## src/rtl/compact_timer_pkg.sv

```systemverilog
// package: register map, field positions, reset values and enumerations of the compact timer
// assumes: a 250 MHz system clock and an apb slave with 32-bit data
package compact_timer_pkg;
	// register byte addresses on apb
	localparam logic [7:0] ADDR_CONTROL_0    = 8'h00;
	localparam logic [7:0] ADDR_CONTROL_1    = 8'h04;
	localparam logic [7:0] ADDR_COUNTER_LOW  = 8'h08;
	localparam logic [7:0] ADDR_COUNTER_HIGH = 8'h0c;
	localparam logic [7:0] ADDR_COMPARE_LOW  = 8'h10;
	localparam logic [7:0] ADDR_COMPARE_HIGH = 8'h14;
	localparam logic [7:0] ADDR_STATUS       = 8'h18;
	localparam logic [7:0] ADDR_SUB_DIVIDE   = 8'h1c;

	// timer_control_0 fields
	localparam int C0_PAUSE      = 7;
	localparam int C0_CLKSEL_LSB = 4;
	localparam int C0_RUN        = 3;
	localparam int C0_PERIOD_LSB = 0;
	// timer_control_1 fields
	localparam int C1_MODE_LSB   = 6;
	localparam int C1_OUTFN_LSB  = 4;
	localparam int C1_INIT_LEVEL = 3;
	localparam int C1_POLARITY   = 2;
	localparam int C1_SWAP       = 1;
	localparam int C1_CLEAR_SEL  = 0;
	// status fields
	localparam int ST_MATCH_A    = 0;
	localparam int ST_MATCH_P    = 1;

	localparam logic [7:0]  CONTROL_RESET  = 8'h00;
	localparam logic [9:0]  COUNT_MAX      = 10'h3ff;
	localparam int          PERIOD_SHIFT   = 7;
	localparam logic [15:0] SUB_DIV_RESET  = 16'h1e84;
	localparam logic [5:0]  HIGH_DIV_16    = 6'h0f;
	localparam logic [5:0]  HIGH_DIV_64    = 6'h3f;
	localparam logic [5:0]  SYS_DIV_4      = 6'h03;

	typedef enum logic [1:0] {
		MODE_COMPARE = 2'b00,
		MODE_UNDEF   = 2'b01,
		MODE_PWM     = 2'b10,
		MODE_TIMER   = 2'b11
	} mode_e;

	typedef enum logic [2:0] {
		CLK_SYS_DIV4  = 3'b000,
		CLK_SYS       = 3'b001,
		CLK_HIGH_D16  = 3'b010,
		CLK_HIGH_D64  = 3'b011,
		CLK_SUB_A     = 3'b100,
		CLK_SUB_B     = 3'b101,
		CLK_UNDEF_A   = 3'b110,
		CLK_UNDEF_B   = 3'b111
	} clock_sel_e;
endpackage

```

## src/rtl/compact_timer.sv

```systemverilog
// holds: the compact 10-bit timer with apb register access
// assumes: apb master on clk_i, synchronous active-high reset
//
// Summary of operation
// - separate match flags for comparator a and comparator p.
// - inverted output always mirrors the main output.
// - compare low write goes to buffer; high write commits both bytes.
// - high byte read captures low byte into buffer; low read returns buffer.
// - ten-bit counter counts up on each selected timer tick.
// - p compares three top bits; a compares all ten bits.
// - software clears the counter only via run enable rising; hardware also clears it on overflow or match.
// - counter self clears on overflow or selected match; only the match raises a flag.
// - pause holds the counter; clearing pause resumes from held value.
// - clock select picks sys/4, sys, high/16, high/64 or sub clock.
// - run enable low stops counting and keeps the counter value.
// - run enable rising resets output to initial level in compare mode, not in pwm.
// - period field gives multiples of 128 ticks; zero means 1024.
// - clear select zero makes a p match reset the counter.
// - mode field: 00 compare, 10 pwm, 11 timer, 01 undefined.
// - timer mode output is held low; output function unused.
// - compare mode a match: keep, low, high or toggle output.
// - pwm mode: force inactive, force active or pass pwm waveform.
// - a match requesting the current initial level shows no change.
// - clear select one clears on a match or overflow; zero on p or overflow; pwm ignores.
// - initial level bit sets pre-match level or pwm active level.
// - polarity bit inverts the main output except in timer mode.
//
// Decided for this implementation: the register addresses and the APB slave port.
`timescale 1ns/10ps
module compact_timer (
	input  wire logic        clk_i,
	input  wire logic        rst_i,
	input  wire logic        psel_i,
	input  wire logic        penable_i,
	input  wire logic        pwrite_i,
	input  wire logic [7:0]  paddr_i,
	input  wire logic [31:0] pwdata_i,
	output logic [31:0]      prdata_o,
	output logic             pready_o,
	output logic             pslverr_o,
	output logic             match_a_flag_o,
	output logic             match_p_flag_o,
	output logic             timer_out_o,
	output logic             timer_out_inverted_o
);
	logic [7:0]  control_0;
	logic [7:0]  control_1;
	logic [9:0]  counter;
	logic [9:0]  compare_a_value;
	logic [7:0]  hold_buffer;
	logic [7:0]  counter_low_snap;
	logic [15:0] sub_divide;
	logic        match_a_flag;
	logic        match_p_flag;
	logic        out_level;
	logic        run_prev;
	logic [31:0] next_rdata;
	logic        next_err;
	logic        tick;
	logic        wr_acc;
	logic        rd_acc;
	logic        run_rise;
	logic        advance;
	logic        match_a;
	logic        match_p;
	logic        overflow;
	logic        clear_cnt;
	logic        pwm_raw;
	logic        main_level;

	logic                             run_enable;
	logic                             pause_bit;
	logic [2:0]                       clock_select;
	logic [2:0]                       period_field;
	compact_timer_pkg::mode_e         mode_select;
	logic [1:0]                       output_function;
	logic                             output_initial_level;
	logic                             output_polarity;
	logic                             duty_period_swap;
	logic                             clear_select;

	assign run_enable           = control_0[compact_timer_pkg::C0_RUN];
	assign pause_bit            = control_0[compact_timer_pkg::C0_PAUSE];
	assign clock_select         = control_0[compact_timer_pkg::C0_CLKSEL_LSB +: 3];
	assign period_field         = control_0[compact_timer_pkg::C0_PERIOD_LSB +: 3];
	assign mode_select          = compact_timer_pkg::mode_e'(control_1[compact_timer_pkg::C1_MODE_LSB +: 2]);
	assign output_function      = control_1[compact_timer_pkg::C1_OUTFN_LSB +: 2];
	assign output_initial_level = control_1[compact_timer_pkg::C1_INIT_LEVEL];
	assign output_polarity      = control_1[compact_timer_pkg::C1_POLARITY];
	assign duty_period_swap     = control_1[compact_timer_pkg::C1_SWAP];
	assign clear_select         = control_1[compact_timer_pkg::C1_CLEAR_SEL];

	// ================================================================
	// apb slave: zero wait states
	assign pready_o = 1'b1;
	assign wr_acc   = psel_i && penable_i && pwrite_i;
	assign rd_acc   = psel_i && penable_i && !pwrite_i;

	function automatic logic addr_is(input logic [7:0] a, input logic [7:0] b);
		addr_is = (a == b);
	endfunction

	always_ff @(posedge clk_i) begin
		if (rst_i) begin
			control_0 <= compact_timer_pkg::CONTROL_RESET;
			control_1 <= compact_timer_pkg::CONTROL_RESET;
			sub_divide <= compact_timer_pkg::SUB_DIV_RESET;
		end else if (wr_acc) begin
			if (addr_is(paddr_i, compact_timer_pkg::ADDR_CONTROL_0)) begin
				control_0 <= pwdata_i[7:0];
			end else if (addr_is(paddr_i, compact_timer_pkg::ADDR_CONTROL_1)) begin
				control_1 <= pwdata_i[7:0];
			end else if (addr_is(paddr_i, compact_timer_pkg::ADDR_SUB_DIVIDE)) begin
				sub_divide <= pwdata_i[15:0];
			end
		end
	end

	// shared holding buffer and compare register
	always_ff @(posedge clk_i) begin
		if (rst_i) begin
			hold_buffer     <= 8'h00;
			compare_a_value <= 10'h000;
		end else if (wr_acc && addr_is(paddr_i, compact_timer_pkg::ADDR_COMPARE_LOW)) begin
			hold_buffer <= pwdata_i[7:0];
		end else if (wr_acc && addr_is(paddr_i, compact_timer_pkg::ADDR_COMPARE_HIGH)) begin
			compare_a_value <= {pwdata_i[1:0], hold_buffer};
		end else if (rd_acc && addr_is(paddr_i, compact_timer_pkg::ADDR_COUNTER_HIGH)) begin
			hold_buffer <= counter_low_snap;
		end else if (rd_acc && addr_is(paddr_i, compact_timer_pkg::ADDR_COMPARE_HIGH)) begin
			hold_buffer <= compare_a_value[7:0];
		end
	end

	always_comb begin
		next_rdata = 32'h0000_0000;
		next_err   = 1'b0;
		if (addr_is(paddr_i, compact_timer_pkg::ADDR_CONTROL_0)) begin
			next_rdata[7:0] = control_0;
		end else if (addr_is(paddr_i, compact_timer_pkg::ADDR_CONTROL_1)) begin
			next_rdata[7:0] = control_1;
		end else if (addr_is(paddr_i, compact_timer_pkg::ADDR_COUNTER_LOW)
			|| addr_is(paddr_i, compact_timer_pkg::ADDR_COMPARE_LOW)) begin
			next_rdata[7:0] = hold_buffer;
		end else if (addr_is(paddr_i, compact_timer_pkg::ADDR_COUNTER_HIGH)) begin
			next_rdata[1:0] = counter[9:8];
		end else if (addr_is(paddr_i, compact_timer_pkg::ADDR_COMPARE_HIGH)) begin
			next_rdata[1:0] = compare_a_value[9:8];
		end else if (addr_is(paddr_i, compact_timer_pkg::ADDR_STATUS)) begin
			next_rdata[compact_timer_pkg::ST_MATCH_A] = match_a_flag;
			next_rdata[compact_timer_pkg::ST_MATCH_P] = match_p_flag;
		end else if (addr_is(paddr_i, compact_timer_pkg::ADDR_SUB_DIVIDE)) begin
			next_rdata[15:0] = sub_divide;
		end else begin
			next_err = 1'b1;
		end
	end

	// read data is loaded at the setup edge and stands through the access phase;
	// the counter low byte is snapshotted at the same edge so both halves agree
	always_ff @(posedge clk_i) begin
		if (rst_i) begin
			prdata_o         <= 32'h0000_0000;
			counter_low_snap <= 8'h00;
		end else if (psel_i && !penable_i && !pwrite_i) begin
			prdata_o         <= next_rdata;
			counter_low_snap <= counter[7:0];
		end else begin
			prdata_o         <= 32'h0000_0000;
		end
	end

	assign pslverr_o = psel_i && penable_i && next_err;

	// ================================================================
	// counter
	timer_tick_gen u_tick (
		.clk_i         (clk_i),
		.rst_i         (rst_i),
		.clock_select_i(clock_select),
		.sub_divide_i  (sub_divide),
		.tick_o        (tick)
	);

	always_ff @(posedge clk_i) begin
		if (rst_i) begin
			run_prev <= 1'b0;
		end else begin
			run_prev <= run_enable;
		end
	end

	assign run_rise = run_enable && !run_prev;
	assign advance  = tick && run_enable && !pause_bit;
	assign match_a  = advance && (counter == compare_a_value) && (compare_a_value != 10'h000);
	assign match_p  = advance && (counter[9:7] == period_field) && (period_field != 3'b000);
	assign overflow = advance && (counter == compact_timer_pkg::COUNT_MAX);

	always_comb begin
		if (mode_select == compact_timer_pkg::MODE_PWM) begin
			clear_cnt = duty_period_swap ? match_a : (match_p || overflow);
		end else if (clear_select) begin
			clear_cnt = match_a || overflow;
		end else begin
			clear_cnt = match_p || overflow;
		end
	end

	always_ff @(posedge clk_i) begin
		if (rst_i || run_rise) begin
			counter <= 10'h000;
		end else if (clear_cnt) begin
			counter <= 10'h000;
		end else if (advance) begin
			counter <= counter + 10'h001;
		end
	end

	// ================================================================
	// match flags: set wins over software clear (write one to clear)
	always_ff @(posedge clk_i) begin
		if (rst_i) begin
			match_a_flag <= 1'b0;
			match_p_flag <= 1'b0;
		end else begin
			if (match_a) begin
				match_a_flag <= 1'b1;
			end else if (wr_acc && addr_is(paddr_i, compact_timer_pkg::ADDR_STATUS)
				&& pwdata_i[compact_timer_pkg::ST_MATCH_A]) begin
				match_a_flag <= 1'b0;
			end
			if (match_p && !(clear_select && mode_select != compact_timer_pkg::MODE_PWM)) begin
				match_p_flag <= 1'b1;
			end else if (wr_acc && addr_is(paddr_i, compact_timer_pkg::ADDR_STATUS)
				&& pwdata_i[compact_timer_pkg::ST_MATCH_P]) begin
				match_p_flag <= 1'b0;
			end
		end
	end

	assign match_a_flag_o = match_a_flag;
	assign match_p_flag_o = match_p_flag;

	// ================================================================
	// output stage
	always_ff @(posedge clk_i) begin
		if (rst_i) begin
			out_level <= 1'b0;
		end else if (run_rise) begin
			out_level <= output_initial_level;
		end else if (mode_select == compact_timer_pkg::MODE_COMPARE && match_a) begin
			case (output_function)
				2'b01:   out_level <= 1'b0;
				2'b10:   out_level <= 1'b1;
				2'b11:   out_level <= !out_level;
				default: out_level <= out_level;
			endcase
		end
	end

	// pwm active while counter is below the duty compare
	always_ff @(posedge clk_i) begin
		if (rst_i) begin
			pwm_raw <= 1'b0;
		end else if (duty_period_swap) begin
			pwm_raw <= (counter[9:7] < period_field);
		end else begin
			pwm_raw <= (counter < compare_a_value);
		end
	end

	always_comb begin
		case (mode_select)
			compact_timer_pkg::MODE_PWM: begin
				case (output_function)
					2'b00:   main_level = !output_initial_level;
					2'b01:   main_level = output_initial_level;
					2'b10:   main_level = pwm_raw ? output_initial_level : !output_initial_level;
					default: main_level = !output_initial_level;
				endcase
			end
			compact_timer_pkg::MODE_TIMER: main_level = 1'b0;
			default:                       main_level = out_level;
		endcase
	end

	always_ff @(posedge clk_i) begin
		if (rst_i) begin
			timer_out_o          <= 1'b0;
			timer_out_inverted_o <= 1'b1;
		end else begin
			timer_out_o          <= main_level ^ (output_polarity && mode_select != compact_timer_pkg::MODE_TIMER);
			timer_out_inverted_o <= !(main_level ^ (output_polarity && mode_select != compact_timer_pkg::MODE_TIMER));
		end
	end

	// ================================================================
	// assertions
	AST_INVERTED: assert property (@(posedge clk_i) disable iff (rst_i)
		timer_out_inverted_o == !timer_out_o) else $error("inverted output mismatch");
	AST_RUN_CLEAR: assert property (@(posedge clk_i) disable iff (rst_i)
		run_rise |=> counter == 10'h000) else $error("counter not cleared on run rise");
	AST_HOLD: assert property (@(posedge clk_i) disable iff (rst_i)
		(pause_bit || !run_enable) && !run_rise |=> $stable(counter)) else $error("counter moved while held");
	AST_STEP: assert property (@(posedge clk_i) disable iff (rst_i)
		advance && !clear_cnt && !run_rise |=> counter == $past(counter) + 10'h001) else $error("bad step");
	AST_MATCH_A: assert property (@(posedge clk_i) disable iff (rst_i)
		match_a |=> match_a_flag) else $error("match a flag missing");
	AST_P_CLEAR: assert property (@(posedge clk_i) disable iff (rst_i)
		match_p && !clear_select && mode_select == compact_timer_pkg::MODE_COMPARE && !run_rise
		|=> counter == 10'h000) else $error("p match did not clear");
	AST_COMMIT: assert property (@(posedge clk_i) disable iff (rst_i)
		wr_acc && paddr_i == compact_timer_pkg::ADDR_COMPARE_HIGH
		|=> compare_a_value[7:0] == $past(hold_buffer)) else $error("low byte not committed");
	AST_INIT_LEVEL: assert property (@(posedge clk_i) disable iff (rst_i)
		run_rise |=> out_level == $past(output_initial_level)) else $error("initial level not set");
	AST_TOGGLE: assert property (@(posedge clk_i) disable iff (rst_i)
		mode_select == compact_timer_pkg::MODE_COMPARE && match_a && output_function == 2'b11 && !run_rise
		|=> out_level != $past(out_level)) else $error("toggle missed");
	AST_OVERFLOW: assert property (@(posedge clk_i) disable iff (rst_i)
		overflow && !run_rise |=> counter == 10'h000) else $error("overflow did not clear");
	AST_A_CLEAR: assert property (@(posedge clk_i) disable iff (rst_i)
		match_a && clear_select && mode_select == compact_timer_pkg::MODE_COMPARE && !run_rise
		|=> counter == 10'h000) else $error("a match did not clear");
	AST_P_SUPPRESS: assert property (@(posedge clk_i) disable iff (rst_i)
		clear_select && mode_select == compact_timer_pkg::MODE_COMPARE && !match_p_flag
		|=> !match_p_flag) else $error("p flag set while a clears");
	AST_POLARITY: assert property (@(posedge clk_i) disable iff (rst_i)
		mode_select == compact_timer_pkg::MODE_COMPARE
		|=> timer_out_o == ($past(out_level) ^ $past(output_polarity))) else $error("polarity wrong");
	AST_PWM_ACTIVE: assert property (@(posedge clk_i) disable iff (rst_i)
		mode_select == compact_timer_pkg::MODE_PWM && output_function == 2'b01
		|=> timer_out_o == ($past(output_initial_level) ^ $past(output_polarity)))
		else $error("pwm active level not forced");
	AST_SNAPSHOT: assert property (@(posedge clk_i) disable iff (rst_i)
		rd_acc && paddr_i == compact_timer_pkg::ADDR_COUNTER_HIGH
		|=> hold_buffer == $past(counter[7:0], 2)) else $error("low byte not captured");
	COV_MATCH_A: cover property (@(posedge clk_i) disable iff (rst_i) match_a);
	COV_OVERFLOW: cover property (@(posedge clk_i) disable iff (rst_i) overflow);
	COV_PWM: cover property (@(posedge clk_i) disable iff (rst_i)
		mode_select == compact_timer_pkg::MODE_PWM && $rose(timer_out_o));
	COV_MATCH_P: cover property (@(posedge clk_i) disable iff (rst_i) match_p);
	COV_TOGGLE: cover property (@(posedge clk_i) disable iff (rst_i)
		mode_select == compact_timer_pkg::MODE_COMPARE && match_a && output_function == 2'b11);
endmodule // compact_timer

```

## src/rtl/timer_tick_gen.sv

```systemverilog
// holds: enable-pulse dividers that make the selectable timer clock ticks
// assumes: one clock; every slower rate is a one-cycle enable
`timescale 1ns/10ps
module timer_tick_gen (
	input  wire logic        clk_i,
	input  wire logic        rst_i,
	input  wire logic [2:0]  clock_select_i,
	input  wire logic [15:0] sub_divide_i,
	output logic             tick_o
);
	logic [5:0]  fast_div;
	logic [15:0] sub_div;
	logic        sub_tick;

	always_ff @(posedge clk_i) begin
		if (rst_i) begin
			fast_div <= 6'h00;
		end else begin
			fast_div <= fast_div + 6'h01;
		end
	end

	always_ff @(posedge clk_i) begin
		if (rst_i || sub_tick) begin
			sub_div <= 16'h0000;
		end else begin
			sub_div <= sub_div + 16'h0001;
		end
	end

	assign sub_tick = (sub_div >= sub_divide_i);

	// ================================================================
	// clock source selection
	always_comb begin
		case (compact_timer_pkg::clock_sel_e'(clock_select_i))
			compact_timer_pkg::CLK_SYS_DIV4: tick_o = (fast_div[1:0] == compact_timer_pkg::SYS_DIV_4[1:0]);
			compact_timer_pkg::CLK_SYS:      tick_o = 1'b1;
			compact_timer_pkg::CLK_HIGH_D16: tick_o = (fast_div[3:0] == compact_timer_pkg::HIGH_DIV_16[3:0]);
			compact_timer_pkg::CLK_HIGH_D64: tick_o = (fast_div == compact_timer_pkg::HIGH_DIV_64);
			compact_timer_pkg::CLK_SUB_A,
			compact_timer_pkg::CLK_SUB_B:    tick_o = sub_tick;
			default:                         tick_o = 1'b0;
		endcase
	end
endmodule // timer_tick_gen

```

## config.mk

```make
export PLATFORM = sky130hd
export DESIGN_NAME = compact_timer
export DESIGN_NICKNAME = d
export VERILOG_FILES = /design/src/rtl/compact_timer_pkg.sv /design/src/rtl/compact_timer.sv /design/src/rtl/timer_tick_gen.sv
export SDC_FILE = /design/constraint.sdc
export NUM_CORES = 1
export LEC_CHECK = 0
export BUFFER_PORTS_ARGS = -buffer_cell sky130_fd_sc_hd__buf_2
export CAP_MARGIN = 20
export CORE_MARGIN = 4
export CORE_UTILIZATION = 45
export DETAILED_ROUTE_END_ITERATION = 7
export GPL_TIMING_DRIVEN = 0
export PLACE_DENSITY = 0.65
export SYNTH_ARGS = -nofsm -noshare
export SYNTH_HDL_FRONTEND = slang
export SYNTH_SLANG_ARGS = --single-unit
```

## constraint.sdc

```tcl
create_clock -name clk_i -period 3.13 [get_ports clk_i]
set_input_delay 0.4695 -clock clk_i [delete_from_list [all_inputs] [get_ports clk_i]]
set_output_delay 0.4695 -clock clk_i [all_outputs]
set_load 0.01 [all_outputs]
```

* After elaboration in Yosys (flattened, before gate mapping) *
Index checks and enable logic that the tools add are counted.

storage, ports and cells
  flip-flop bits (word level) = 129
  latch bits = 0
  bits in writable memories = 0
  memory bits (read-only) = 0
  output and inout bits = 38
  logic and storage cells = 151
  memories kept = 0

cells by class
  $add $sub $neg = 3
  multipliers = 0
  divide/modulo/power cells = 0
  order comparisons = 3
  equality and inequality tests = 26
  shift operators = 0
  multiplexer cells = 36
  bitwise logic cells = 6
  reduce and logical (&&, ||, !) cells = 58

operator list
  kind                   count
  $mux 8                 7
  $mux 14                3
  $eq 8x5->1 const B     4
  $logic_and 1x1->1      25
  $mux 1                 18
  $add 16x1->16 const B  1
  $eq 8x4->1 const B     2
  $ge 16x16->1           1
  $mux 16                1
  $add 10x1->10 const B  1
  $eq 10x10->1           1
  $eq 10x10->1 const B   1
  $eq 2x2->1 const B     5
  $lt 10x10->1           1
  $reduce_bool 10->1     1
  $reduce_or 9->1        1
  $eq 8x3->1 const B     1
  $logic_not 1->1        8
  $logic_not 8->1        1
  $reduce_and 2->1       4
  $add 6x1->6 const B    1
  $eq 3x2->1 const B     2
  $eq 3x3->1 const B     2
  $eq 6x6->1 const B     1
  other kinds (21)       39

* Depth between registers and ports, before layout *
  depth in word-level cells = 11
  gate-level depth with buffers = 10
  depth with buffers taken out = 9

* Cells and area by module *
Synthesis repeated with hierarchy kept, for this count alone.

unflattened totals
  cell total of the unflattened synthesis = 661
  area total of the unflattened synthesis = 5,861.9 sq um

by module, submodules not included
  module          times used  cells an instance  area each (sq um)  sequential area each (sq um)
  compact_timer   1           506                4,400.5            1,821.7
  timer_tick_gen  1           155                1,461.4            440.4

* Worst setup path after synthesis *
OpenSTA, ideal clock, no wires.

  path kind = register -> register
  from = register sub_divide[15]
  to = register counter[6]
  library setup time = 0.070 ns
  arrival = 2.281 ns
  required time = 3.060 ns
  setup slack = 0.779 ns
  stages on the path, launching flop included = 10
  path buffers = 0
  period minus slack after synthesis = 2.351 ns
  cell sequence = dfxtp_1 inv_1 ha_1 nand4_1 or3_1 o41ai_2 o21ai_1 and2_4 or4_1 a21oi_1

on the way
  longest elaborated chain between the ends = 10

RTL lines
  what                                                      line                                                              RTL
  start: declaration                                        compact_timer.sv:52                                               logic [15:0] sub_divide;
  start signal: assignment                                  compact_timer.sv:107                                              sub_divide <= compact_timer_pkg::SUB_DIV_RESET;
  start signal: assignment                                  compact_timer.sv:114                                              sub_divide <= pwdata_i[15:0];
  $ge 16x16->1 (*)                                          timer_tick_gen.sv:31                                              assign sub_tick = (sub_div >= sub_divide_i);
  $pmux 1 s5 (*)                                            timer_tick_gen.sv:36                                              case (compact_timer_pkg::clock_sel_e'(clock_select_i))
  $logic_and 1x1->1 (*) (2 in a row)                        compact_timer.sv:194                                              assign advance = tick && run_enable && !pause_bit;
  $logic_and 1x1->1, on equally long branches (2 in a row)  compact_timer.sv:196, compact_timer.sv:195
  $logic_or 1x1->1, on equally long branches                compact_timer.sv:201, compact_timer.sv:205, compact_timer.sv:203
  $mux 1, on equally long branches                          compact_timer.sv:202, compact_timer.sv:201
  $mux 1                                                    compact_timer.sv:200                                              if (mode_select == compact_timer_pkg::MODE_PWM) begin
  $reduce_or 2->1 (no source line)                          -
  end signal: assignment                                    compact_timer.sv:215                                              counter <= counter + 10'h001;
  end: declaration                                          compact_timer.sv:48                                               logic [9:0] counter;

Mark *: on every way between the ends. The rest lies on a longest branch, timed or not.
A chain may end at the register's enable or synchronous reset.

* Final worst setup path *
  from = register u_tick.sub_div[0]
  to = register counter[2]

on the way
  longest elaborated chain between the ends = 10

RTL lines
  what                                                      line                                                              RTL
  start: declaration                                        timer_tick_gen.sv:12                                              logic [15:0] sub_div;
  start signal: assignment                                  timer_tick_gen.sv:27                                              sub_div <= sub_div + 16'h0001;
  $ge 16x16->1 (*)                                          timer_tick_gen.sv:31
  $pmux 1 s5 (*)                                            timer_tick_gen.sv:36
  $logic_and 1x1->1 (*) (2 in a row)                        compact_timer.sv:194
  $logic_and 1x1->1, on equally long branches (2 in a row)  compact_timer.sv:196, compact_timer.sv:195
  $logic_or 1x1->1, on equally long branches                compact_timer.sv:201, compact_timer.sv:205, compact_timer.sv:203
  $mux 1, on equally long branches                          compact_timer.sv:202, compact_timer.sv:201
  $mux 1                                                    compact_timer.sv:200
  $reduce_or 2->1 (no source line)                          -

Marks and branches as above.

==> run summary <==
mux share of post-synthesis cell area = 5.97%
Die Height = 121 µm
Die ar. = 14500 µm²
Layout Cells excl Fill = 943
hold buffers post-CTS = 0
via count = 5219
Synth Flop Type = dfxtp_1
post-route setup slack = 0.396 ns
synthesized flop and latch total = 113
met1 Track Usage GR = 29.1%
total congestion overflow = 0
DRT iter0 DRCs = 418
Post-DRT Antenna Nets = 0
Worst-Margin Slew = 1.01 ns
largest net degree at the start of global routing = 17
CTS H-tree depth = 4
# port buffers = 48
initial core utilization = 46.6%
vias in the first global route = 4941
Antenna Diode Count = 0
Total GRT Usage = 22.9%
clk slew on worst S/H paths = 0.05 ns
CP Data Arrival Time = 3.08 ns
CTS Sinks = 113
number of max-cap violations = 0
Syn Inst Count = 680
Worst VDD drop = 0.441 mV
first-pass GRT wire length = 25.7 mm
Post CTS Setup Buffer Count = 0
Die X = 121 µm
io pins = 83
M3 GR Usage = 5.57%
worst endpoint required time = 3.48 ns
Slew Limit Fails = 0
Slew Limit Headroom = 32.2%
power density of the placed cells = 533 nW/µm²
Place WS = 0.282 ns
Final Hold Viols = 0
Via density = 5.53
RSZ-0062 raised after global routing = no
WL final = 16.4 mm
DPL Wire Length = 12.2 mm
largest family of logic cells by synthesized area = simple AND/OR/NAND/NOR gates
first-pass detailed-route iteration total = 5
Hold/Removal Path Class = input port to flop
CTS tree = built
drt wl/cell = 17.4 µm
Syn. warnings = 0
share of cells above drive strength 1 = 13.2%
syn avg cell area = 8.38 µm²
CP Capture Type = flop
crit-path max FO = 10
outcome = finished, final reports clean
clk_lat worst skew = 0.42 ns
setup TNS = 0 ns
placed cells = 912
clk root buf = clkbuf_16
f_max = 366 MHz
busiest grt layer = met2
TritonCTS Buffers = 17
worst hold slack = 0.272 ns
drt drc = 0
Simple-Gate Fraction of Synth Area = 22.1%
ys async rst share = 0%
cell area after synthesis = 5700 µm²
most frequent cells in the layout = dfxtp_1, nor2_1, nand2_1
area share of fa/ha/maj cells after synthesis = 7.69%
Core Region = 12200 µm²
synth-to-layout area growth = 19.8%
most common cell after layout, fill and taps aside = dfxtp_1
final number of setup-violating endpoints = 0
Crit Path Class = flop to flop
Max clock buf depth = 2
number of synthesized flops with an enable pin = 0
post-CTS sizing = 0
Unique masters post-synth = 62
Leakage = 0.00276 µW
register area share after synthesis = 39.7%
routing usage on met2 = 36.9%
Post-Synth XOR/XNOR Area = 2.31%
FP Rows = 40
Layout Nets = 843
gpl congestion = 0.939
worst clock skew = 0.0134 ns
initial antenna violation count = 0
compound-gate portion of the synthesized area = 15.4%
crit start category = flop
Final min period = 2.73 ns
final worst-path cycle share = 87.4%
[cell usage after synthesis (2+ instances only)]
cell type	instances	share of area, %
a21o_1	4	0.53
a21oi_1	56	4.9
a221oi_1	5	0.77
a22o_1	8	1.2
a22oi_1	9	1.2
a31oi_1	2	0.22
a32o_1	2	0.35
and2_1	5	0.55
and3_1	7	0.77
and4_1	2	0.31
buf_1	5	0.33
buf_2	3	0.26
buf_4	17	2.2
clkbuf_1	20	1.3
conb_1	2	0.13
dfxtp_1	113	40
ha_1	35	7.7
inv_1	36	2.4
mux2i_1	34	6.0
nand2_1	78	5.1
nand2b_1	5	0.55
nand3_1	12	1.1
nand3b_1	2	0.26
nand4_1	12	1.3
nand4b_1	2	0.31
nor2_1	81	5.3
nor2b_1	11	1.2
nor3_1	8	0.70
nor3b_1	4	0.53
nor4_1	13	1.4
o211ai_1	9	1.2
o21a_1	4	0.53
o21ai_0	20	1.8
o21ai_1	3	0.26
or3_1	10	1.1
or4_1	2	0.26
xnor2_1	6	0.92
xor2_1	9	1.4
[routing by layer]
metal  vias up  wire length [µm]
met3        38               931
met2       184              7720
met4         0               577
met5         -                 0
met1      2479              7180
li1       2518                 -
[kinds of logic (layout without fill, tap and decap cells)]
family,after synthesis,in the layout
AO/OA/AOI/OAI,138,138
XOR/XNOR,15,15
adder cells (fa/ha/maj),35,35
buffers and inverters,83,163
flip-flops,113,113
multiplexers,34,34
other,2,17
AND/OR/NAND/NOR,260,260
[layout make-up]
type	count	area [µm²]
Inverter	38	143
Timing Repair Buffer	49	245
Clock buffer	26	489
Sequential cell	113	2260
Tap cell	168	210
Buffer	45	236
Multi-Input combinational cell	499	3110
Fill cell	1202	5390
Clock inverter	5	125
[power by group]
part           total (µW)  internal (µW)  leakage, µW  switching, µW
registers            1450           1450     0.000911           6.43
logic                 149           50.0      0.00155           99.0
clock network        2030           1390     0.000299            646
total                3640           2890      0.00276            751
[sequential cells by signal, indices dropped and copies added, names as in the netlist, 6 cells and up]
name,count
compare_a_value,10
control_0,8
control_1,8
counter,10
counter_low_snap,8
hold_buffer,8
prdata_o,16
sub_divide,16
u_tick.fast_div,6
u_tick.sub_div,16
[worst paths after layout]
| kind | startpoint | endpoint | slack (ns) | depth (start not counted) |
|---|---|---|---|---|
| min | pwdata_i[12] | sub_divide[12]$_SDFFE_PP1P_ | 0.27 | 3 |
| max reg2reg | u_tick.sub_div[0]$_SDFF_PP0_ | counter[2]$_SDFFE_PP0P_ | 0.40 | 10 |
| max | u_tick.sub_div[0]$_SDFF_PP0_ | counter[2]$_SDFFE_PP0P_ | 0.40 | 10 |
| min reg2reg | u_tick.fast_div[0]$_SDFF_PP0_ | u_tick.fast_div[0]$_SDFF_PP0_ | 0.45 | 1 |
[per-stage QoR]
stage | cell area [µm²] | power, µW | utilization, %
floorplan | 5750 | 1570 | -
CTS | 6820 | 3660 | 55.9
detailed placement | 6210 | 1630 | 50.8
global route | 6820 | 3750 | 55.9
global placement | 6200 | 1630 | 50.8
finish | 6820 | 3640 | 55.9
[worst max-delay path, cell delays in order, from the launching register on]
cell	delay (ns)
dfxtp_1	0.39
inv_1	0.06
ha_1	0.26
nand2b_1	0.14
a2111oi_0	0.50
o41ai_2	0.16
o21ai_1	0.38
and2_4	0.27
buf_2	0.23
o21ai_0	0.13
a21oi_1	0.14
Power figures use the tool's default switching activity.
